[config.mk]
export PLATFORM = sky130hd
export DESIGN_NAME = pbal_aux_lines
export DESIGN_NICKNAME = d
export VERILOG_FILES = /design/src/hw/pbal_pkg.sv /design/src/hw/pbal_strap_if.sv /design/src/hw/pbal_aux_lines.sv /design/src/hw/pbal_strap.sv /design/src/hw/pbal_sync.sv
export VERILOG_INCLUDE_DIRS = /design/src /design/src/hw
export SDC_FILE = /design/constraint.sdc
export NUM_CORES = 1
export LEC_CHECK = 0
export ABC_AREA = 1
export ABC_CLOCK_PERIOD_IN_PS = 3600
export BUFFER_PORTS_ARGS = -buffer_cell sky130_fd_sc_hd__buf_4
export CAP_MARGIN = 5
export CORE_MARGIN = 3
export CORE_UTILIZATION = 30
export DETAILED_ROUTE_END_ITERATION = 6
export GPL_ROUTABILITY_DRIVEN = 0
export PLACE_DENSITY_LB_ADDON = 0.3
export SLEW_MARGIN = 5
export SYNTH_ARGS = -nofsm -noshare
export SYNTH_HDL_FRONTEND = slang
export SYNTH_SLANG_ARGS = --single-unit
[constraint.sdc]
create_clock -name clk -period 3.6 [get_ports clk]
set_input_delay 0.36 -clock clk [delete_from_list [all_inputs] [get_ports clk]]
set_output_delay 0.36 -clock clk [all_outputs]
set_load 0.03 [all_outputs]
[src/hw/pbal_regs.svh]
`ifndef PBAL_REGS_SVH
`define PBAL_REGS_SVH

// ----------------------------------------
// Register offsets on the internal bus.
// ----------------------------------------
`define PBAL_REG_ALT_FUNC 8'h00
`define PBAL_REG_AUX_LEVEL 8'h12
`define PBAL_REG_AUX_DIR 8'h13
`define PBAL_REG_WAKE_POL 8'h14
`define PBAL_REG_WAKE_MON 8'h15
`define PBAL_REG_AUX_OUT 8'h16
`define PBAL_REG_SPI_CFG 8'h29

// ----------------------------------------
// Field positions.
// ----------------------------------------
`define PBAL_ALT_HA_BIT 0
`define PBAL_ALT_SUSP_BIT 1
`define PBAL_ALT_FB_BIT 2
`define PBAL_SPI_EN_BIT 5
`define PBAL_PERIPH_SPACE 2'h3

// ----------------------------------------
// Reset values and timing counts.
// ----------------------------------------
`define PBAL_REG_RESET 8'h00
`define PBAL_STRAP_SETTLE 3'h4
`define PBAL_PULSE_SEL0 5'h02
`define PBAL_PULSE_SEL1 5'h03
`define PBAL_PULSE_SEL2 5'h08
`define PBAL_PULSE_SEL3 5'h10

`endif

[src/hw/pbal_pkg.sv]
package pbal_pkg;

	typedef enum logic [1:0] {
		PBAL_MODE_LEGACY = 2'b00,
		PBAL_MODE_NEWTAB = 2'b01,
		PBAL_MODE_TEST = 2'b10,
		PBAL_MODE_EXTROM = 2'b11
	} pbal_mode_t;

	typedef enum logic [1:0] {
		PBAL_BUS_IDLE = 2'b00,
		PBAL_BUS_STROBE = 2'b01,
		PBAL_BUS_DONE = 2'b10
	} pbal_bus_state_t;

	typedef logic [15:0] pbal_id_t;

endpackage : pbal_pkg

[src/hw/pbal_strap_if.sv]
`timescale 1ns/1ns
interface pbal_strap_if;
	logic done;
	pbal_pkg::pbal_mode_t mode;
	pbal_pkg::pbal_id_t productId;
	pbal_pkg::pbal_id_t vendorId;
	logic selfPowered;

	modport prod (output done, output mode, output productId, output vendorId, output selfPowered);
	modport cons (input done, input mode, input productId, input vendorId, input selfPowered);
endinterface : pbal_strap_if

[src/hw/pbal_aux_lines.sv]
`timescale 1ns/1ns
`include "pbal_regs.svh"
// Overview of operation
// - Four address, eight data, strobes, reset, aux.
// - Direction register bit one makes line output.
// - Hard reset leaves aux lines undriven inputs.
// - Level register returns actual pin levels.
// - Inversion per line for wake polarity.
// - Inversion never touches the suspend output.
// - Alternate register enables address and suspend.
// - Serial port bit takes four pins.
// - Aux 1 and 0 become address 5, 4.
// - Aux 2 carries suspend when enabled.
// - Monitor register picks wake source lines.
// - Polarity register one wakes on high.
// - Address pins 3:2 at reset pick mode.
// - Address 0, 1 give identifier and power.
// - Data pins give vendor identifier.
// - Memory address pins give product identifier.
// - Memory pins carry parallel port strobes, data.
// - External ROM mode uses aux 6 select.
// - Aux 5 outputs audio feedback comparison.
// - Upper address space strobes peripheral bus.
// - Strap bit picks suspend output polarity.
module pbal_aux_lines (
	input wire logic clk,
	input wire logic resetn,
	input wire logic ce,
	input wire logic [7:0] regAddr,
	input wire logic regRead,
	input wire logic regWrite,
	input wire logic [7:0] regWdata,
	input wire logic [1:0] pulseSel,
	output logic [7:0] regRdata,
	output logic regReady,
	output logic regBusy,
	input wire logic [6:0] auxIn,
	output logic [6:0] auxOut,
	output logic [6:0] auxOeN,
	input wire logic [3:0] periphAddrIn,
	output logic [3:0] periphAddrOut,
	output logic [3:0] periphAddrOeN,
	input wire logic [7:0] periphDataIn,
	output logic [7:0] periphDataOut,
	output logic [7:0] periphDataOeN,
	output logic periphReadN,
	output logic periphWriteN,
	output logic periphResetOutN,
	input wire logic [14:0] memAddrPinsIn,
	output logic [14:0] memAddrPinsOut,
	output logic [14:0] memAddrPinsOeN,
	input wire logic [7:0] memDataIn,
	output logic [7:0] memDataOut,
	output logic [7:0] memDataOeN,
	input wire logic usbSuspend,
	input wire logic audioCompare,
	input wire logic upifSerialOut,
	output logic upifSerialIn,
	output logic upifSelectN,
	output logic upifSerialClk,
	input wire logic bootRomSelect,
	input wire logic [10:0] bootRomAddr,
	output logic [7:0] bootRomData,
	input wire logic portWriteN,
	input wire logic portReadN,
	input wire logic [7:0] portDataOut,
	output logic wakeRequest,
	output logic strapDone,
	output logic [1:0] chipMode,
	output logic [15:0] productId,
	output logic [15:0] vendorId,
	output logic selfPowered
);
	// ----------------------------------------
	// Pin synchronisers and strap capture.
	// ----------------------------------------
	logic [41:0] pinSync;
	logic [6:0] auxSync;
	logic [3:0] haSync;
	logic [7:0] hdSync;
	logic [14:0] sadSync;
	logic [7:0] sdaSync;

	pbal_sync #(.W(42)) u_sync (
		.clk(clk),
		.resetn(resetn),
		.ce(ce),
		.din({auxIn, periphAddrIn, periphDataIn, memAddrPinsIn, memDataIn}),
		.dout(pinSync)
	);

	assign auxSync = pinSync[41:35];
	assign haSync = pinSync[34:31];
	assign hdSync = pinSync[30:23];
	assign sadSync = pinSync[22:8];
	assign sdaSync = pinSync[7:0];
	pbal_strap_if strap ();
	pbal_strap u_strap (
		.clk(clk),
		.resetn(resetn),
		.ce(ce),
		.haIn(haSync),
		.hdIn(hdSync),
		.sadIn(sadSync),
		.sdaIn(sdaSync),
		.strap(strap.prod)
	);

	assign strapDone = strap.done;
	assign chipMode = strap.mode;
	assign productId = strap.productId;
	assign vendorId = strap.vendorId;
	assign selfPowered = strap.selfPowered;

	// ----------------------------------------
	// Address decode.
	// ----------------------------------------
	function automatic logic isPeriph(input logic [7:0] a);
		isPeriph = (a[7:6] == `PBAL_PERIPH_SPACE);
	endfunction : isPeriph
	function automatic logic [4:0] pulseCycles(input logic [1:0] sel);
		case (sel)
			2'h0: pulseCycles = `PBAL_PULSE_SEL0;
			2'h1: pulseCycles = `PBAL_PULSE_SEL1;
			2'h2: pulseCycles = `PBAL_PULSE_SEL2;
			default: pulseCycles = `PBAL_PULSE_SEL3;
		endcase
	endfunction : pulseCycles
	logic [7:0] altFunc_q;
	logic [7:0] auxDir_q;
	logic [7:0] wakePol_q;
	logic [7:0] wakeMon_q;
	logic [7:0] auxOutVal_q;
	logic [7:0] spiCfg_q;
	pbal_pkg::pbal_bus_state_t state_q;
	pbal_pkg::pbal_bus_state_t state_d;
	logic [4:0] cnt_q;
	logic [5:0] addrLatch_q;
	logic [7:0] wdLatch_q;
	logic isWrite_q;
	wire idle = (state_q == pbal_pkg::PBAL_BUS_IDLE);
	wire intRead = regRead && !isPeriph(regAddr);
	wire intWrite = regWrite && !isPeriph(regAddr);
	wire perReq = (regRead || regWrite) && isPeriph(regAddr) && idle && strap.done;
	wire strobeEnd = (state_q == pbal_pkg::PBAL_BUS_STROBE) && (cnt_q == 5'h01);
	// ----------------------------------------
	// Register file.
	// ----------------------------------------
	always_ff @(posedge clk or negedge resetn) begin
		if (!resetn) begin
			altFunc_q <= `PBAL_REG_RESET;
			auxDir_q <= `PBAL_REG_RESET;
			wakePol_q <= `PBAL_REG_RESET;
			wakeMon_q <= `PBAL_REG_RESET;
			auxOutVal_q <= `PBAL_REG_RESET;
			spiCfg_q <= `PBAL_REG_RESET;
		end else if (ce && intWrite) begin
			case (regAddr)
				`PBAL_REG_ALT_FUNC: altFunc_q <= regWdata;
				`PBAL_REG_AUX_DIR: auxDir_q <= regWdata;
				`PBAL_REG_WAKE_POL: wakePol_q <= regWdata;
				`PBAL_REG_WAKE_MON: wakeMon_q <= regWdata;
				`PBAL_REG_AUX_OUT: auxOutVal_q <= regWdata;
				`PBAL_REG_SPI_CFG: spiCfg_q <= regWdata;
				default: ;
			endcase
		end
	end

	wire [7:0] readMux =
		(regAddr == `PBAL_REG_ALT_FUNC) ? altFunc_q :
		(regAddr == `PBAL_REG_AUX_LEVEL) ? {1'b0, auxSync} :
		(regAddr == `PBAL_REG_AUX_DIR) ? auxDir_q :
		(regAddr == `PBAL_REG_WAKE_POL) ? wakePol_q :
		(regAddr == `PBAL_REG_WAKE_MON) ? wakeMon_q :
		(regAddr == `PBAL_REG_AUX_OUT) ? auxOutVal_q :
		(regAddr == `PBAL_REG_SPI_CFG) ? spiCfg_q : 8'h00;

	// ----------------------------------------
	// Peripheral bus cycle.
	// ----------------------------------------
	always_comb begin
		state_d = state_q;
		case (state_q)
			pbal_pkg::PBAL_BUS_IDLE: begin
				if (perReq) begin
					state_d = pbal_pkg::PBAL_BUS_STROBE;
				end
			end
			pbal_pkg::PBAL_BUS_STROBE: begin
				if (strobeEnd) begin
					state_d = pbal_pkg::PBAL_BUS_DONE;
				end
			end
			default: state_d = pbal_pkg::PBAL_BUS_IDLE;
		endcase
	end

	always_ff @(posedge clk or negedge resetn) begin
		if (!resetn) begin
			state_q <= pbal_pkg::PBAL_BUS_IDLE;
			cnt_q <= 5'h00;
			addrLatch_q <= 6'h00;
			wdLatch_q <= 8'h00;
			isWrite_q <= 1'b0;
		end else if (ce) begin
			state_q <= state_d;
			if (perReq) begin
				cnt_q <= pulseCycles(pulseSel);
				addrLatch_q <= regAddr[5:0];
				wdLatch_q <= regWdata;
				isWrite_q <= regWrite;
			end else if (cnt_q != 5'h00) begin
				cnt_q <= cnt_q - 5'h01;
			end
		end
	end

	always_ff @(posedge clk or negedge resetn) begin
		if (!resetn) begin
			periphReadN <= 1'b1;
			periphWriteN <= 1'b1;
			regReady <= 1'b0;
			regRdata <= 8'h00;
		end else if (ce) begin
			if (perReq) begin
				periphReadN <= regWrite;
				periphWriteN <= !regWrite;
			end else if (strobeEnd) begin
				periphReadN <= 1'b1;
				periphWriteN <= 1'b1;
			end
			regReady <= strobeEnd || ((intRead || intWrite) && !perReq);
			if (strobeEnd && !isWrite_q) begin
				regRdata <= hdSync;
			end else if (intRead) begin
				regRdata <= readMux;
			end
		end
	end

	assign regBusy = !idle;

	// ----------------------------------------
	// Aux line drive selection.
	// ----------------------------------------
	wire spiEn = spiCfg_q[`PBAL_SPI_EN_BIT];
	wire haExt = altFunc_q[`PBAL_ALT_HA_BIT] && !spiEn;
	wire suspEn = altFunc_q[`PBAL_ALT_SUSP_BIT];
	wire fbEn = altFunc_q[`PBAL_ALT_FB_BIT];
	wire romMode = (strap.mode == pbal_pkg::PBAL_MODE_EXTROM);
	// Suspend polarity comes only from its strap, so the wake inversion cannot flip it.
	wire suspLevel = strap.productId[5] ? usbSuspend : !usbSuspend;

	wire [6:0] auxDrive = {
		romMode || auxDir_q[6],
		fbEn || auxDir_q[5],
		auxDir_q[4:3],
		suspEn || auxDir_q[2],
		spiEn || haExt || auxDir_q[1],
		!spiEn && (haExt || auxDir_q[0])
	};
	wire [6:0] auxValue = {
		romMode ? !bootRomSelect : auxOutVal_q[6],
		fbEn ? audioCompare : auxOutVal_q[5],
		auxOutVal_q[4:3],
		suspEn ? suspLevel : auxOutVal_q[2],
		spiEn ? upifSerialOut : (haExt ? addrLatch_q[5] : auxOutVal_q[1]),
		haExt ? addrLatch_q[4] : auxOutVal_q[0]
	};

	// Every line waits for the strap capture before it drives.
	generate
		for (genvar i = 0; i < 7; i++) begin : g_aux
			always_ff @(posedge clk or negedge resetn) begin
				if (!resetn) begin
					auxOut[i] <= 1'b0;
					auxOeN[i] <= 1'b1;
				end else if (ce) begin
					auxOut[i] <= auxValue[i];
					auxOeN[i] <= !(strap.done && auxDrive[i]);
				end
			end
		end
	endgenerate

	// ----------------------------------------
	// Bus, memory pin and wake outputs.
	// ----------------------------------------
	wire [6:0] wakeTerm = wakeMon_q[6:0] & ~(auxSync ^ wakePol_q[6:0]);
	wire memWrDrive = strap.done && !romMode && !portWriteN;

	always_ff @(posedge clk or negedge resetn) begin
		if (!resetn) begin
			periphAddrOut <= 4'h0;
			periphAddrOeN <= 4'hF;
			periphDataOut <= 8'h00;
			periphDataOeN <= 8'hFF;
			periphResetOutN <= 1'b0;
			memAddrPinsOut <= 15'h0000;
			memAddrPinsOeN <= 15'h7FFF;
			memDataOut <= 8'h00;
			memDataOeN <= 8'hFF;
			bootRomData <= 8'h00;
			wakeRequest <= 1'b0;
		end else if (ce) begin
			periphAddrOut <= addrLatch_q[3:0];
			periphAddrOeN <= {{2{spiEn}}, 2'b00} | {4{!strap.done}};
			periphDataOut <= wdLatch_q;
			periphDataOeN <= {8{!((state_q == pbal_pkg::PBAL_BUS_STROBE) && isWrite_q)}};
			periphResetOutN <= strap.done;
			memAddrPinsOut <= {portReadN, portWriteN, 2'b00, bootRomAddr};
			memAddrPinsOeN <= {15{!strap.done}};
			memDataOut <= portDataOut;
			memDataOeN <= {8{!memWrDrive}};
			bootRomData <= sdaSync;
			wakeRequest <= |wakeTerm;
		end
	end

	assign upifSerialIn = auxSync[0];
	assign upifSelectN = haSync[2];
	assign upifSerialClk = haSync[3];
endmodule : pbal_aux_lines

[src/hw/pbal_strap.sv]
`timescale 1ns/1ns
`include "pbal_regs.svh"
module pbal_strap (
	input wire logic clk,
	input wire logic resetn,
	input wire logic ce,
	input wire logic [3:0] haIn,
	input wire logic [7:0] hdIn,
	input wire logic [14:0] sadIn,
	input wire logic [7:0] sdaIn,
	pbal_strap_if.prod strap
);
	logic [2:0] cnt_q;
	logic done_q;
	logic take;
	pbal_pkg::pbal_mode_t mode_q;
	pbal_pkg::pbal_id_t pid_q;
	pbal_pkg::pbal_id_t vid_q;
	logic self_q;

	// Waiting out the synchroniser keeps stale reset-time zeros out of the straps.
	assign take = !done_q && (cnt_q == `PBAL_STRAP_SETTLE);

	always_ff @(posedge clk or negedge resetn) begin
		if (!resetn) begin
			cnt_q <= 3'h0;
			done_q <= 1'b0;
		end else if (ce && !done_q) begin
			cnt_q <= cnt_q + 3'h1;
			done_q <= take;
		end
	end

	always_ff @(posedge clk or negedge resetn) begin
		if (!resetn) begin
			mode_q <= pbal_pkg::PBAL_MODE_LEGACY;
			pid_q <= 16'h0000;
			vid_q <= 16'h0000;
			self_q <= 1'b0;
		end else if (ce && take) begin
			mode_q <= pbal_pkg::pbal_mode_t'(haIn[3:2]);
			pid_q <= {haIn[0], sadIn};
			self_q <= haIn[1];
			vid_q <= {hdIn, sdaIn};
		end
	end

	assign strap.done = done_q;
	assign strap.mode = mode_q;
	assign strap.productId = pid_q;
	assign strap.vendorId = vid_q;
	assign strap.selfPowered = self_q;
endmodule : pbal_strap

[src/hw/pbal_sync.sv]
`timescale 1ns/1ns
module pbal_sync #(
	parameter int W = 42
) (
	input wire logic clk,
	input wire logic resetn,
	input wire logic ce,
	input wire logic [W-1:0] din,
	output logic [W-1:0] dout
);
	logic [W-1:0] meta_q;

	// The first stage feeds only the second stage.
	always_ff @(posedge clk or negedge resetn) begin
		if (!resetn) begin
			meta_q <= '0;
			dout <= '0;
		end else if (ce) begin
			meta_q <= din;
			dout <= meta_q;
		end
	end
endmodule : pbal_sync

### After elaboration in Yosys (flattened, before gate mapping)

Cells that the tools add are included.

* add/sub/neg operators: 2
* eq/ne operators: 15
* muxes and demuxes: 25
* bitwise operators: 4
* reductions and logical operators: 72

Operator list (number)
* $mux 8: 9
* $eq 8x5->1 const B: 5
* $logic_and 1x1->1: 24
* $logic_not 1->1: 20
* $reduce_and 2->1: 10
* $pmux 5 s3: 1
* $mux 1: 10
* $mux 5: 2
* $logic_or 1x1->1: 9
* $eq 8x6->1 const B: 1
* $logic_not 8->1: 1
* $and 7x7->7: 1
* $not 7->7: 1
* $reduce_or 7->1: 1
* $xor 7x7->7: 1
* $eq 2x2->1 const B: 3
* $reduce_bool 2->1: 3
* $eq 5x1->1 const B: 1
* $reduce_bool 5->1: 1
* $sub 5x1->5 const B: 1
* $eq 2x1->1 const B: 2
* $logic_not 2->1: 2
* $mux 2: 2
* $or 4x4->4: 1
* other kinds (6): 6

* bits in registers: 268
* input bits: 90
* output and inout port bits: 145
* word-level logic and storage cells: 166

### Logic depth before layout (Yosys ltp)

Gate-level depths: netlist of run 1.

* depth after elaboration: 10
* mapped depth: 11
* mapped depth without buffers: 11

### By module

From an unflattened synthesis of run 1, not the netlist that was laid out.

* cells, all modules: 1329
* area total of the unflattened synthesis: 11328.4 um^2

By module, submodules not included
* pbal_aux_lines: instances 1, cells an instance 801, area an instance 6591.3 um^2, seq. area each 3569.7 um^2
* pbal_sync: instances 1, cells an instance 355, area an instance 3144.3 um^2, seq. area each 2102.0 um^2
* pbal_strap: instances 1, cells an instance 173, area an instance 1592.8 um^2, seq. area each 975.9 um^2

### Worst setup path before layout of run 1

OpenSTA, ideal clock, no wires.

* path type: register -> register
* from: register state_q[1]
* to: register addrLatch_q[0]
* library setup time: 0.130 ns
* arrival time: 1.581 ns
* data required time: 3.470 ns
* setup slack: 1.889 ns
* stages on the path, launching flop included: 11
* path buffers: 2
* clock period less this slack: 1.711 ns
* cell sequence: dfrtp_1 -> inv_1 -> nand2_1 -> nor2_1 -> nand2_1 -> nor2_1 -> inv_1 -> buf_2 -> buf_6 -> nand2_1 -> o21ai_0

* longest elaborated chain between the ends: 4

Ends and longest elaborated chain
* start, declared: RTL line pbal_aux_lines.sv:135 `pbal_pkg::pbal_bus_state_t state_q;`
* start signal, assigned: RTL line pbal_aux_lines.sv:201 `state_q <= pbal_pkg::PBAL_BUS_IDLE;`
* start signal, assigned: RTL line pbal_aux_lines.sv:207 `state_q <= state_d;`
* $logic_not 2->1: RTL line pbal_aux_lines.sv:141 `wire idle = (state_q == pbal_pkg::PBAL_BUS_IDLE);`
* $logic_and 1x1->1 (2 in series): RTL line pbal_aux_lines.sv:144 `wire perReq = (regRead || regWrite) && isPeriph(regAddr) && idle && strap.done;`
* $reduce_and 2->1 (no source line)
* end signal, assigned: RTL line pbal_aux_lines.sv:210 `addrLatch_q <= regAddr[5:0];`
* end, declared: RTL line pbal_aux_lines.sv:138 `logic [5:0] addrLatch_q;`

Every way passes these cells.
A chain may end at the register's enable or synchronous reset.

### Worst setup path in the final report of run 1

* from: register u_strap.done_q, in the netlist u_strap.strap.done
* to: register wdLatch_q[3]

* longest elaborated chain between the ends: 2

Ends and longest elaborated chain
* start, declared: RTL line pbal_strap.sv:14 `logic done_q;`
* start signal, assigned: RTL line pbal_strap.sv:30 `done_q <= take;`
* $logic_and 1x1->1: RTL line pbal_aux_lines.sv:144
* $reduce_and 2->1 (no source line)
* end signal, assigned: RTL line pbal_aux_lines.sv:211 `wdLatch_q <= regWdata;`
* end, declared: RTL line pbal_aux_lines.sv:139 `logic [7:0] wdLatch_q;`

Every way passes these cells.

==> results of run 1 <==
## layer usage
metal | wire [um] | GRT usage | part of all wire
met5 | 0 | 0 | 0
met4 | 636 | 0.0362 | 0.021
met3 | 2110 | 0.0339 | 0.069
met2 | 13400 | 0.240 | 0.44
met1 | 14500 | 0.223 | 0.47
## power by group
group | internal (mW) | switching [mW] | total [mW] | leakage, nW
registers | 3.34 | 0.207 | 3.55 | 3.40
logic | 0.550 | 0.970 | 1.52 | 3.43
clock network | 2.18 | 1.23 | 3.41 | 0.554
total | 6.07 | 2.41 | 8.48 | 7.39
## through the flow
stage	hold slack [ns]	setup slack, ns	instances	util	instance area (sq um)
5_1_grt	0.00854	1.40	1996	0.406	14600
3_3_place_gp	0.421	1.41	1898	0.363	13100
6_report	0.0205	1.66	1996	0.406	14600
4_1_cts	0.000302	1.61	1996	0.406	14600
2_1_floorplan	0.0644	1.89	1279	-	11100
3_5_place_dp	0.427	1.32	1898	0.363	13100
## path summary, 6_finish.rpt
kind,end,depth (start not counted),slack [ns],start
setup reg to reg,wdLatch_q[3]$_DFFE_PN0P_,6,1.66,u_strap.strap.done$_DFFE_PN0P_
setup / recovery,wdLatch_q[3]$_DFFE_PN0P_,6,1.66,u_strap.strap.done$_DFFE_PN0P_
hold reg to reg,periphDataOeN[0]$_DFFE_PN1P_,1,0.43,isWrite_q$_DFFE_PN0P_
min in group asynchronous,memDataOut[3]$_DFFE_PN0P_,2,0.47,resetn
max in group asynchronous,u_sync.dout[18]$_DFFE_PN0P_,3,2.01,resetn
hold / removal,memAddrPinsOut[4]$_DFFE_PN0P_,3,0.02,bootRomAddr[4]
## cell families (layout without fill, tap and decap cells)
kind of cell	Yosys count	in the layout	synth area share
xor gates and xnor gates	4	4	0.00316
buffers and inverters	184	440	0.0756
adders and majority gates	5	5	0.00564
AOI/OAI and AO/OA	204	204	0.0963
other	1	2	0.000338
and+or+nand+nor	614	614	0.218
muxes	1	1	0.000903
DFF	265	265	0.600
## placed cells by master (no fill, tap or decap), types with 2 or more instances in the layout
cell,synthesis,final
sky130_fd_sc_hd__o21a_1,2,2
sky130_fd_sc_hd__o21ai_0,167,167
sky130_fd_sc_hd__o21bai_1,2,2
sky130_fd_sc_hd__buf_4,34,237
sky130_fd_sc_hd__nand2_2,3,3
sky130_fd_sc_hd__nor2_2,4,4
sky130_fd_sc_hd__clkinv_2,0,3
sky130_fd_sc_hd__or2_2,2,2
sky130_fd_sc_hd__o22a_1,2,2
sky130_fd_sc_hd__dfstp_2,13,13
sky130_fd_sc_hd__dlygate4sd3_1,0,43
sky130_fd_sc_hd__a41oi_1,2,2
sky130_fd_sc_hd__ha_1,5,5
sky130_fd_sc_hd__xor2_1,2,2
sky130_fd_sc_hd__clkbuf_16,0,30
sky130_fd_sc_hd__conb_1,1,2
sky130_fd_sc_hd__buf_12,0,2
sky130_fd_sc_hd__nand3_1,41,40
sky130_fd_sc_hd__a31oi_1,2,2
sky130_fd_sc_hd__nor2_1,51,51
sky130_fd_sc_hd__nand4_1,8,8
sky130_fd_sc_hd__clkinvlp_4,0,3
sky130_fd_sc_hd__bufinv_16,0,6
sky130_fd_sc_hd__o22ai_1,2,2
sky130_fd_sc_hd__nand2_1,496,496
sky130_fd_sc_hd__nor3_1,7,7
sky130_fd_sc_hd__a21oi_1,21,21
sky130_fd_sc_hd__dfrtp_1,252,252
sky130_fd_sc_hd__clkbuf_8,0,11
sky130_fd_sc_hd__inv_1,100,99
sky130_fd_sc_hd__xnor2_1,2,2
## state kept, by name, summed over array words and instances, names as in the netlist, 13 cells and up
name / flops
memAddrPinsOut: 13
u_sync.dout: 42
u_sync.meta_q: 42
u_strap.strap.vendorId: 16
u_strap.strap.productId: 16
## critical path: cells and delay by family, from the launching register on
family	cells	cell delay [ns]
simple gates	3	0.40
flops	1	0.44
compound gates	1	0.19
buf+inv	2	0.74
## area by class of cell
cell class / instances / area [sq um]
Timing Repair Buffer: 284 / 2280
Clock inverter: 13 / 234
Inverter: 101 / 382
Sequential cell: 265 / 6650
Fill cell: 3611 / 21400
Multi-Input combinational cell: 830 / 3610
Clock buffer: 42 / 906
Tap cell: 461 / 577
==> results.md, run 1 <==
- The power density normalized to cell area is 579 mW/mm^2.
- The fmax is 516 MHz.
- Entering global routing, the biggest net connects 183 pins.
- The number of top-level pins is 235.
- The maximum fanout count along the critical path is 29.
- The slew at the pin with the worst max-slew slack is 1.05 ns.
- Between clock sinks in the finished design, the worst skew comes to 0.0179 ns.
- The cell count after synthesis came out at 1278.
- Counting every sink on the clock net gives 265.
- STA puts the critical path data arrival time at 2.32 ns.
- Counting flops and latches in the post-synthesis netlist gives 265.
- The x dimension of the die is 198 um.
- The final routed wirelength across all metal layers is 30600 um.
- The total of warnings raised by yosys is 0.
- Across the VDD grid, the largest voltage drop is 329 uV.
- The slowest stage of the critical path is the sky130_fd_sc_hd__inv_1 cell.
- The kind of path behind the tightest hold check is input port to flip-flop.
- CTS built an H-tree with a depth of 1.
- The most instantiated flip-flop cell in the synthesis netlist is sky130_fd_sc_hd__dfrtp_1.
- Dividing the detail-routed wire length by the instance count gives 15.3 um.
- Measured along the y axis, the die boundary spans 198 um.
- The number of global-route vias before repair was 8913.
- The final max-slew violation count was 0.
- After synthesis the cells add up to 0.0111 sq mm.
- In the routed design, unresolved DRC markers number 0.
- In the global route stage, overall resource usage came out at 0.155.
- The setup fix buffers added after clock tree synthesis is 0.
- The floorplan has 69 rows.
- The library cell with the highest instance count after synthesis is sky130_fd_sc_hd__nand2_1.
- In the post-synthesis netlist, the biggest area contributors are sky130_fd_sc_hd__dfrtp_1 57%, sky130_fd_sc_hd__nand2_1 17%, sky130_fd_sc_hd__o21ai_0 7.5%, sky130_fd_sc_hd__inv_1 3.4%, sky130_fd_sc_hd__dfstp_2 3.1%.
- The number of nets in the layout is 1607.
- Setup repair after global routing left no endpoint under its margin.
- The die outline area is 0.0393 sq mm.
- In this design, the stage delay of the slowest critical-path cell is 0.58 ns.
- The detail-routed via count per cell is 4.49.
- The first global-routing pass estimated 49000 um of wire.
- The first routing iteration left 610 violations.
- Compared with the post-synthesis result, the final layout area differs by 32.0%.
- The worst path needs 1.94 ns of the cycle, external delays included.
- The global-route congestion overflow total is 0.
- The tree is rooted in a sky130_fd_sc_hd__clkbuf_16.
- The number of antenna violations at the first check in global routing is 0.
- The total iterations of the first detailed-routing run is 7.
- After synthesis, the mean cell area works out to 8.68 sq um.
- Once detailed placement completed, the half-perimeter wirelength came to 20600 um.
- The total chip power is 8.48 mW.
- Input and output buffers added on the ports amount to 232.
- In this run the deepest clock path goes through 3 buffers.
- The async set-or-reset flop fraction in the synthesized netlist is 1.00.
- The category of the critical setup timing path is flip-flop to flip-flop.
- The number of max-capacitance violations reported is 0.
- The leakage dissipation is 7.39 nW.
- The number of hold violations in the final report is 0.
- The residual antenna-violating net count after detailed routing is 0.
- In the final layout, the share of cells above drive strength 1 is 0.210.
- Summed over all instances, the cell type with the most area after synthesis is sky130_fd_sc_hd__dfrtp_1.
- The launching element type of the critical path is a flip-flop.
- Hold repair after CTS inserted 43 buffers.
- Headroom to the max-slew limit came out at 0.301.
- The via count is 8954.
- Of the available clock period, the critical path in the final layout requires 0.538.
- The final sum of negative setup slack is 0 ns.
- The starting utilization of the core area is 0.308.
- The number of library cell types mapped by synthesis is 36.
- The number of instances resized during post-cts repair is 0.
- The critical path goes through inv_1, nor2_1, nand2_1, nor2_1, inv_1, o21ai_0.
- The clock insertion delay at the later pin of the skew report is 0.56 ns.
- The number of flops mapped to enable cells by yosys is 0.
- The share of the Yosys chip area taken by registers is 0.600.
- TritonCTS built the clock tree.
- The clock transition time at the flip-flop clock pins of the worst setup and hold paths is 0.06 ns.
- The core outline area is 0.0360 sq mm.
- The run finished with clean final reports.
- The number of buffers inserted during clock tree synthesis is 30.
- The number of antenna diodes in the final layout is 0.
- Data on the critical path is required at its endpoint by 3.99 ns.
- The share of the synthesized area in the top cell type is 0.569.
- The worst setup path is captured at a flip-flop.
- In the synthesized netlist, the cells that appear most often are 496 x sky130_fd_sc_hd__nand2_1, 252 x sky130_fd_sc_hd__dfrtp_1, 167 x sky130_fd_sc_hd__o21ai_0.
- Setup violations remaining at the end of the flow were counted as 0.
Power figures use the tool's default switching activity.
==> run 2, diff against run 1 <==
--- a/config.mk
+++ b/config.mk
@@ -6,8 +6,8 @@
 export SDC_FILE = /design/constraint.sdc
 export NUM_CORES = 1
 export LEC_CHECK = 0
-export ABC_AREA = 1
-export ABC_CLOCK_PERIOD_IN_PS = 3600
+export ABC_AREA = 0
+export ABC_CLOCK_PERIOD_IN_PS = 1800
 export BUFFER_PORTS_ARGS = -buffer_cell sky130_fd_sc_hd__buf_4
 export CAP_MARGIN = 5
 export CORE_MARGIN = 3
==> constraint.sdc (replaced) <==
create_clock -name clk -period 1.8 [get_ports clk]
set_input_delay 0.18 -clock clk [delete_from_list [all_inputs] [get_ports clk]]
set_output_delay 0.18 -clock clk [all_outputs]
set_load 0.03 [all_outputs]
==> run 2 against run 1 <==
Effect of this change: the flow now finishes with violations (setup timing); non-clock buffer count is 107 higher; sequential power is 110% higher; core utilization is 2.5 points higher; register-to-register slack worse by 2.1 ns; synthesized cell count is 37% lower; critical path depth is 2 higher; final area is 8.4% higher; via count is 12% lower; clock power is 82% higher; critical endpoint is now regRdata[6]$_DFFE_PN0P_.
==> results.md, run 2 <==
- The clock root buffer is sky130_fd_sc_hd__clkbuf_16 (unchanged).
- The via count is 7857 (was 8954).
- The total iterations of the first detailed-routing run is 4 (was 7).
- The clock transition time at the flip-flop clock pins of the worst setup and hold paths is 0.06 ns (about the same).
- Run status: finished with violations (was finished clean).
- The end-of-flow core utilization is 0.431 (was 0.406).
- The cell area after synthesis is 0.0112 sq mm (was 0.0111 sq mm).
- The switching power total was 4.87 mW (was 2.41 mW).
- The total of warnings raised by yosys is 0 (unchanged).
- The maximum number of pins on one net before global-route repair is 116 (was 183).
- Ranking of synthesized cells by instance count: 252 x sky130_fd_sc_hd__dfrtp_1, 221 x sky130_fd_sc_hd__mux2_2, 33 x sky130_fd_sc_hd__buf_4, 33 x sky130_fd_sc_hd__nor2_1, 32 x sky130_fd_sc_hd__clkbuf_1 (was 496 x sky130_fd_sc_hd__nand2_1, 252 x sky130_fd_sc_hd__dfrtp_1, 167 x sky130_fd_sc_hd__o21ai_0).
- The combinational cell fraction of total power came to 0.212 (was 0.179).
- The cell type contributing the most total cell area after synthesis is sky130_fd_sc_hd__dfrtp_1 (unchanged).
- The mean post-synth cell area is 13.9 sq um (was 8.68 sq um).
- The largest voltage drop on the vdd net was 820 uV (was 329 uV).
- The data required time of the critical path is 2.25 ns (was 3.99 ns).
- The kind of path behind the tightest hold check is input port to flip-flop (unchanged).
- The number of hold violations in the final report was 0 (unchanged).
- The worst slew slack as a fraction of its limit is 0.568 (was 0.301).
- The maximum clock insertion buffer count was 3 (unchanged).
- The number of cells traversed by the worst hold path is 3 (unchanged).
- The detail-routed via count per cell is 4.75 (was 4.49).
- The total number of cells along the worst setup path is 8 (was 6).
- The placed instance area came to 0.0139 sq mm (was 0.0131 sq mm).
- The leakage dissipation came to 7.29 nW (was 7.39 nW).
- The placed wire-length estimate after detailed placement is 21300 um (was 20600 um).
- The setup slack after layout is -0.408 ns (was 1.66 ns).
- The final max-slew violation count is 0 (unchanged).
- The number of antenna violations at the first check in global routing is 6 (was 0).
- Setup repair after global routing missed its margin: yes (was no).
- The die outline area is 0.0398 sq mm (was 0.0393 sq mm).
- The internal power summed over all cells is 12.3 mW (was 6.07 mW).
- The number of H-tree levels is 1 (unchanged).
- The clock tree from TritonCTS is yes (unchanged).
- The part of the total power dissipated in sequential elements was 0.427 (was 0.418).
- The final routed wirelength across all metal layers is 30600 um (about the same).
- The number of placement rows was 70 (was 69).
- Cell types occupying the most area after synthesis: sky130_fd_sc_hd__dfrtp_1 56%, sky130_fd_sc_hd__mux2_2 22%, sky130_fd_sc_hd__dfstp_2 3.0%, sky130_fd_sc_hd__buf_4 2.2%, sky130_fd_sc_hd__nor2_1 1.1% (was sky130_fd_sc_hd__dfrtp_1 57%, sky130_fd_sc_hd__nand2_1 17%, sky130_fd_sc_hd__o21ai_0 7.5%, sky130_fd_sc_hd__inv_1 3.4%, sky130_fd_sc_hd__dfstp_2 3.1%).
- The number of buffers inserted during clock tree synthesis was 31 (was 30).
- The worst setup skew after layout came to 0.0175 ns (was 0.0179 ns).
- The family with the most delay on the worst path is simple AND/OR/NAND/NOR gates (was buffers and inverters).
- The number of nets in the layout came to 1258 (was 1607).
- The number of top-level pins was 235 (unchanged).
- The most common cell after layout, fill and taps aside is sky130_fd_sc_hd__buf_4 (was sky130_fd_sc_hd__nand2_1).
- The total chip power is 17.2 mW (was 8.48 mW).
- The launching element type of the critical path is a flip-flop (unchanged).
- The share of the synthesized area in the top cell type is 0.562 (was 0.569).
- The starting utilization of the core area came to 0.305 (was 0.308).
- The delay contributed by the slowest stage of the critical path is 0.45 ns (was 0.58 ns).
- The x dimension of the die is 199 um (was 198 um).
- The clock sink count is 265 (unchanged).
- The first-pass GRT wire length came to 46800 um (was 49000 um).
- The number of design rule violations left after detail routing is 0 (unchanged).
- The total buffers and inverters traversed by the critical path is 2 (unchanged).
- Biggest registers after layout: u_sync.dout x42, u_sync.meta_q x42 (unchanged).
- The number of flops mapped to enable cells by yosys came to 0 (unchanged).
- The maximum fanout count along the critical path is 4 (was 29).
- The number of library cell types mapped by synthesis is 58 (was 36).
- The number of I/O port buffers is 232 (unchanged).
- The async set-or-reset flop fraction in the synthesized netlist is 1.00 (unchanged).
- The clock network fraction of design power was 0.362 (was 0.402).
- The slew at the pin with the worst max-slew slack is 0.632 ns (was 1.05 ns).
- The final critical-path required period was 2.21 ns (was 1.94 ns).
- The growth of design area from synthesis to finish is 41.3% (was 32.0%).
- The depth of the most critical reg-to-reg path is 8 (was 6).
- The data arrival time of the critical path is 2.66 ns (was 2.32 ns).
- The critical path endpoint category is a flip-flop (unchanged).
- The global-route congestion overflow total came to 0 (unchanged).
- The core outline area came to 0.0368 sq mm (was 0.0360 sq mm).
- The iteration-0 DRC count of the detailed router is 340 (was 610).
- The number of global-route vias before repair is 8167 (was 8913).
- The part of the Yosys area used for sequential elements is 0.592 (was 0.600).
- The global routing usage summed across all routing layers is 0.151 (was 0.155).
- The routed wire length per instance is 18.5 um (was 15.3 um).
- The clock insertion delay at the later pin of the skew report came to 0.57 ns (was 0.56 ns).
- The final reports fail on setup timing.
- The filler-free cell count of the finished design is 1653 (was 1996).
- The die outline height is 199 um (was 198 um).
- The number of max-capacitance violations reported is 0 (unchanged).
- Commonest cells after routing, fill and taps aside: 298 x sky130_fd_sc_hd__buf_4, 251 x sky130_fd_sc_hd__dfrtp_1, 221 x sky130_fd_sc_hd__mux2_2, 82 x sky130_fd_sc_hd__dlygate4sd3_1, 32 x sky130_fd_sc_hd__nor2_1 (was 496 x sky130_fd_sc_hd__nand2_1, 252 x sky130_fd_sc_hd__dfrtp_1, 237 x sky130_fd_sc_hd__buf_4, 167 x sky130_fd_sc_hd__o21ai_0, 99 x sky130_fd_sc_hd__inv_1).
- The most instantiated flip-flop cell in the synthesis netlist is sky130_fd_sc_hd__dfrtp_1 (unchanged).
- The category of the critical setup timing path is flip-flop to flip-flop (unchanged).
- The total of endpoints with negative setup slack in the final report came to 10 (was 0).
- The summed area of non-filler cells in the final layout was 0.0159 sq mm (was 0.0146 sq mm).
- The library cell with the highest instance count after synthesis is sky130_fd_sc_hd__dfrtp_1 (was sky130_fd_sc_hd__nand2_1).
- The critical path's slowest cell is sky130_fd_sc_hd__or4b_4 (was sky130_fd_sc_hd__inv_1).
- The fraction of layout cells with a size suffix above 1 is 0.536 (was 0.210).
- The number of cells produced by synthesis is 809 (was 1278).
- The fmax is 453 MHz (was 516 MHz).
- The residual antenna-violating net count after detailed routing is 0 (unchanged).
- The number of placed instances with taps included is 1507 (was 1898).
- The net switching share of the total power is 0.284 (about the same).
- The flip-flop and latch count after synthesis is 265 (unchanged).
- The power density normalized to cell area is 1080 mW/mm^2 (was 579 mW/mm^2).
- The final cycle utilization of the critical path was 1.23 (was 0.538).
- Cells along the critical path: inv_2, ha_4, or4b_4, or3_4, nand4_1, buf_4, a211oi_2, o41ai_2 (was inv_1, nor2_1, nand2_1, nor2_1, inv_1, o21ai_0).
==> run 2: cell count changes after synthesis, sizes merged, moves of 21 or more <==
cell / change
nor2: -21
nand2: -470
o21ai: -151
mux2: +229
inv: -91
nand3: -39
==> run 2: path summary, 6_finish.rpt <==
path | startpoint | slack [ns] | to
max | cnt_q[1]$_DFFE_PN0P_ | -0.41 | regRdata[6]$_DFFE_PN0P_
min | bootRomSelect | 0.04 | auxOut[6]$_DFFE_PN0P_
max reg2reg | cnt_q[1]$_DFFE_PN0P_ | -0.41 | regRdata[6]$_DFFE_PN0P_
min reg2reg | auxOeN[4]$_DFFE_PN1P_ | 0.49 | auxOeN[4]$_DFFE_PN1P_
max in group asynchronous | resetn | 1.02 | bootRomData[4]$_DFFE_PN0P_
min in group asynchronous | resetn | 0.11 | memDataOut[5]$_DFFE_PN0P_
==> run 2: layout make-up <==
class	count	area, sq um
well taps	468	586
clock buffers	46	922
flip-flops and latches	265	6650
clock inverters	6	86.3
fillers	3428	20900
diodes	3	7.51
repair buffers	391	3250
inverters	10	37.5
multi-input cells	464	4330
==> run 2: power groups by stage <==
stage	registers (mW)	clock network [mW]	logic (mW)
3_5_place_dp	7.42	0	3.44
6_report	7.32	6.21	3.63
4_1_cts	7.33	6.43	3.67
3_3_place_gp	7.40	0	3.39
5_1_grt	7.44	6.63	3.92
2_1_floorplan	7.89	0	1.52
==> run 2: layer usage <==
layer  up-vias  global-route usage  wire length (um)
met5         -                   0                36
met4         6              0.0447               933
met3        60              0.0481              2300
met2       248               0.240             14100
met1      3932               0.198             13200
li1       3611                   -                 -
==> run 2: per-stage QoR <==
step	hold slack (ns)	setup WS, ns	TNS [ns]
3_3_place_gp	0.0815	-0.404	-6.32
5_1_grt	0.0367	-0.479	-3.94
3_5_place_dp	0.0842	-0.454	-7.15
2_1_floorplan	-0.116	-0.371	-4.88
4_1_cts	0.000575	-0.417	-3.20
6_report	0.0380	-0.408	-2.87
==> run 2: worst min-delay path, stage by stage <==
cell                      delay [ns]
sky130_fd_sc_hd__buf_4          0.11
sky130_fd_sc_hd__a31oi_1        0.14
sky130_fd_sc_hd__mux2_2         0.14
==> run 2: kinds of logic after synthesis <==
group,synth area share
AO/OA/AOI/OAI,0.0680
XOR/XNOR,0.00936
adder cells (fa/ha/maj),0.00557
buffers and inverters,0.0392
flip-flops,0.592
multiplexers,0.234
other,0.000334
AND/OR/NAND/NOR,0.0513
==> run 2: what timing repair did <==
item                                    in CTS  in global routing
endpoints found under the setup margin      10                 30
endpoints found under the hold margin      391                  0
resized for setup                           13                  4
setup buffers                                4                  4
hold buffers                                82                  0
pin swaps                                    8                  9
cloned                                       1                  0
==> run 3, diff against run 2 <==
--- a/config.mk
+++ b/config.mk
@@ -14,7 +14,7 @@
 export CORE_UTILIZATION = 30
 export DETAILED_ROUTE_END_ITERATION = 6
 export GPL_ROUTABILITY_DRIVEN = 0
-export PLACE_DENSITY_LB_ADDON = 0.3
+export RECOVER_POWER = 100
 export SLEW_MARGIN = 5
 export SYNTH_ARGS = -nofsm -noshare
 export SYNTH_HDL_FRONTEND = slang
==> run 3 against run 2 <==
Effect of this change: the run ends with capacitance limit, slew limit, setup timing left; count of clock-buffer cells in the layout is 3 lower; via count is 0.11% higher; worst hold slack worse by 0.011 ns.
==> results.md, run 3 (synthesis gave the netlist of run 2 again) <==
- The family with the most delay on the worst path is simple AND/OR/NAND/NOR gates (unchanged).
- The x dimension of the die is 199 um (unchanged).
- The iteration-0 DRC count of the detailed router is 253 (was 340).
- The via count is 7866 (was 7857).
- The core outline area is 0.0368 sq mm (unchanged).
- The clock root buffer was sky130_fd_sc_hd__clkbuf_16 (unchanged).
- The final max-slew violation count was 53 (was 0).
- The starting utilization of the core area was 0.305 (unchanged).
- The power density normalized to cell area is 1090 mW/mm^2 (was 1080 mW/mm^2).
- The footprint of the multi-input gates was 0.00435 sq mm (was 0.00433 sq mm).
- The die outline height was 199 um (unchanged).
- The filler-free cell count of the finished design is 1664 (was 1653).
- The residual antenna-violating net count after detailed routing is 0 (unchanged).
- The delay contributed by the slowest stage of the critical path is 0.46 ns (was 0.45 ns).
- The leakage dissipation is 6.90 nW (was 7.29 nW).
- The number of buffers inserted during clock tree synthesis is 30 (was 31).
- The highest routing layer actually used is met5 (unchanged).
- The wire length the detailed router placed on met1 is 13200 um (about the same).
- The global routing usage summed across all routing layers is 0.150 (was 0.151).
- The placed instance area is 0.0139 sq mm (about the same).
- The detail-routed via count per cell is 4.73 (was 4.75).
- The final critical-path required period was 2.21 ns (about the same).
- The final hold slack is 0.0269 ns (was 0.0380 ns).
- Run status: finished with violations (unchanged).
- The maximum number of pins on one net before global-route repair is 97 (was 116).
- Violated checks: capacitance limit, slew limit, setup timing (was setup timing).
- The maximum clock insertion buffer count is 3 (unchanged).
- The total buffers and inverters traversed by the critical path was 2 (unchanged).
- The flop-to-flop setup slack is -0.41 ns (about the same).
- The worst slew slack as a fraction of its limit is -0.00843 (was 0.568).
- The number of design rule violations left after detail routing is 0 (unchanged).
- The number of max-capacitance violations reported came to 1 (was 0).
- The data required time of the critical path is 2.26 ns (was 2.25 ns).
- The launching element type of the critical path is a flip-flop (unchanged).
- The fraction of layout cells with a size suffix above 1 is 0.447 (was 0.536).
- The number of nets in the layout is 1266 (was 1258).
- Setup repair after global routing missed its margin: yes (unchanged).
- The depth of the most critical reg-to-reg path was 8 (unchanged).
- The clock tree from TritonCTS is yes (unchanged).
- The placed wire-length estimate after detailed placement is 21400 um (was 21300 um).
- Cells along the critical path: inv_2, ha_4, or4b_4, or3_4, nand4_1, buf_4, a211oi_2, o41ai_2 (unchanged).
- The global-route congestion overflow total is 0 (unchanged).
- The endpoint of the most critical setup path was regRdata[0]$_DFFE_PN0P_ (was regRdata[6]$_DFFE_PN0P_).
- The growth of design area from synthesis to finish came to 37.3% (was 41.3%).
- The number of global-route vias before repair is 8261 (was 8167).
- The critical path's slowest cell is sky130_fd_sc_hd__or4b_4 (unchanged).
- The final sum of negative setup slack is -20.49 ns (was -2.87 ns).
- The summed area of non-filler cells in the final layout came to 0.0154 sq mm (was 0.0159 sq mm).
- The final cycle utilization of the critical path came to 1.23 (about the same).
- The final routed wirelength across all metal layers is 30000 um (was 30600 um).
- The most common cell after layout, fill and taps aside is sky130_fd_sc_hd__dfrtp_1 (was sky130_fd_sc_hd__buf_4).
- The kind of path behind the tightest hold check is input port to flip-flop (unchanged).
- The clock insertion delay at the later pin of the skew report came to 0.56 ns (was 0.57 ns).
- The die outline area is 0.0398 sq mm (unchanged).
- The number of I/O port buffers came to 232 (unchanged).
- The critical path endpoint category is a flip-flop (unchanged).
- The number of H-tree levels is 1 (unchanged).
- The number of antenna violations at the first check in global routing is 3 (was 6).
- The number of hold violations in the final report came to 0 (unchanged).
- The clock transition time at the flip-flop clock pins of the worst setup and hold paths is 0.06 ns (about the same).
- The area taken by flip-flops and latches is 0.00665 sq mm (unchanged).
- The detailed-routed wire length on met3 is 2140 um (was 2300 um).
- The setup slack after layout came to -0.414 ns (was -0.408 ns).
- The total of endpoints with negative setup slack in the final report is 202 (was 10).
- The count of filler cells inserted in the layout is 3529 (was 3428).
- The worst setup path startpoint is cnt_q[1]$_DFFE_PN0P_ (unchanged).
- The total iterations of the first detailed-routing run is 5 (was 4).
- The largest voltage drop on the vdd net came to 898 uV (was 820 uV).
- The clock sink count is 265 (unchanged).
- The routed wire length per instance is 18.1 um (was 18.5 um).
- The fmax is 452 MHz (was 453 MHz).
- The slew at the pin with the worst max-slew slack is 1.51 ns (was 0.632 ns).
- The number of placement rows came to 70 (unchanged).
- The first-pass GRT wire length is 47100 um (was 46800 um).
- Commonest cells after routing, fill and taps aside: 251 x sky130_fd_sc_hd__dfrtp_1, 221 x sky130_fd_sc_hd__mux2_2, 147 x sky130_fd_sc_hd__buf_4, 115 x sky130_fd_sc_hd__clkbuf_1, 84 x sky130_fd_sc_hd__dlygate4sd3_1 (was 298 x sky130_fd_sc_hd__buf_4, 251 x sky130_fd_sc_hd__dfrtp_1, 221 x sky130_fd_sc_hd__mux2_2, 82 x sky130_fd_sc_hd__dlygate4sd3_1, 32 x sky130_fd_sc_hd__nor2_1).
- The worst setup skew after layout is 0.0144 ns (was 0.0175 ns).
- The total chip power is 16.8 mW (was 17.2 mW).
- Biggest registers after layout: u_sync.dout x42, u_sync.meta_q x42 (unchanged).
- The number of placed instances with taps included was 1510 (was 1507).
- The number of top-level pins is 235 (unchanged).
- The met2 wirelength from detailed routing is 13900 um (was 14100 um).
- The endpoint of the lowest-slack register-to-register path is regRdata[0]$_DFFE_PN0P_ (was regRdata[6]$_DFFE_PN0P_).
- The origin of the critical flop-to-flop path was cnt_q[1]$_DFFE_PN0P_ (unchanged).
- The data arrival time of the critical path came to 2.67 ns (was 2.66 ns).
- The category of the critical setup timing path is flip-flop to flip-flop (unchanged).
- The maximum fanout count along the critical path was 3 (was 4).
- The total number of cells along the worst setup path is 8 (unchanged).
-- run 3: worst min path at each step --
stage / slack, ns / cells after the start / start / end
2_1_floorplan: -0.12 / 0 / resetn / addrLatch_q[0]$_DFFE_PN0P_
3_3_place_gp: 0.16 / 1 / resetn / auxOut[5]$_DFFE_PN0P_
3_5_place_dp: 0.16 / 1 / resetn / wdLatch_q[1]$_DFFE_PN0P_
4_1_cts: 0.01 / 3 / bootRomSelect / auxOut[6]$_DFFE_PN0P_
5_1_grt: 0.05 / 3 / bootRomSelect / auxOut[6]$_DFFE_PN0P_
6_report: 0.03 / 4 / regRead / regReady$_DFFE_PN0P_
-- run 3: power breakdown --
group          switching (mW)  total (mW)  internal [mW]
combinational            1.96        3.44           1.48
clock                    2.45        6.12           3.67
sequential              0.507        7.29           6.79
total                    4.91        16.8           11.9
-- run 3: final cells by class --
class | instances | share of cell area
multi-input combinational | 463 | 0.282
tap | 468 | 0.0380
sequential | 265 | 0.431
antenna | 2 | 0.000325
inverter | 10 | 0.00244
timing repair buffer | 401 | 0.181
clock buffer | 43 | 0.0571
clock inverter | 12 | 0.00812
-- run 3: per-layer routing --
layer	up-vias	GRT usage
met5	-	0
met1	3959	0.202
met3	53	0.0442
li1	3622	-
met2	230	0.236
met4	2	0.0437
-- run 3: repair_timing --
item                                    4_1_cts  5_1_grt
pin swaps                                     6       10
endpoints found under the setup margin       11       15
resized for setup                            16       14
hold buffers                                 84        0
setup buffers                                 8        5
endpoints found under the hold margin       380        0
-- run 3: per-stage QoR --
stage / worst slack (ns) / util
after floorplan: -0.371 / -
after global placement: -0.390 / 0.378
after detailed placement: -0.469 / 0.378
after CTS: -0.424 / 0.432
after global routing: -0.517 / 0.419
final: -0.414 / 0.419
-- run 3: worst reg2reg max path, cell delays in order, from the launching register on --
cell	delay [ns]
sky130_fd_sc_hd__dfrtp_1	0.38
sky130_fd_sc_hd__inv_2	0.08
sky130_fd_sc_hd__ha_4	0.11
sky130_fd_sc_hd__or4b_4	0.46
sky130_fd_sc_hd__or3_4	0.44
sky130_fd_sc_hd__nand4_1	0.13
sky130_fd_sc_hd__buf_4	0.15
sky130_fd_sc_hd__a211oi_2	0.04
sky130_fd_sc_hd__o41ai_2	0.31
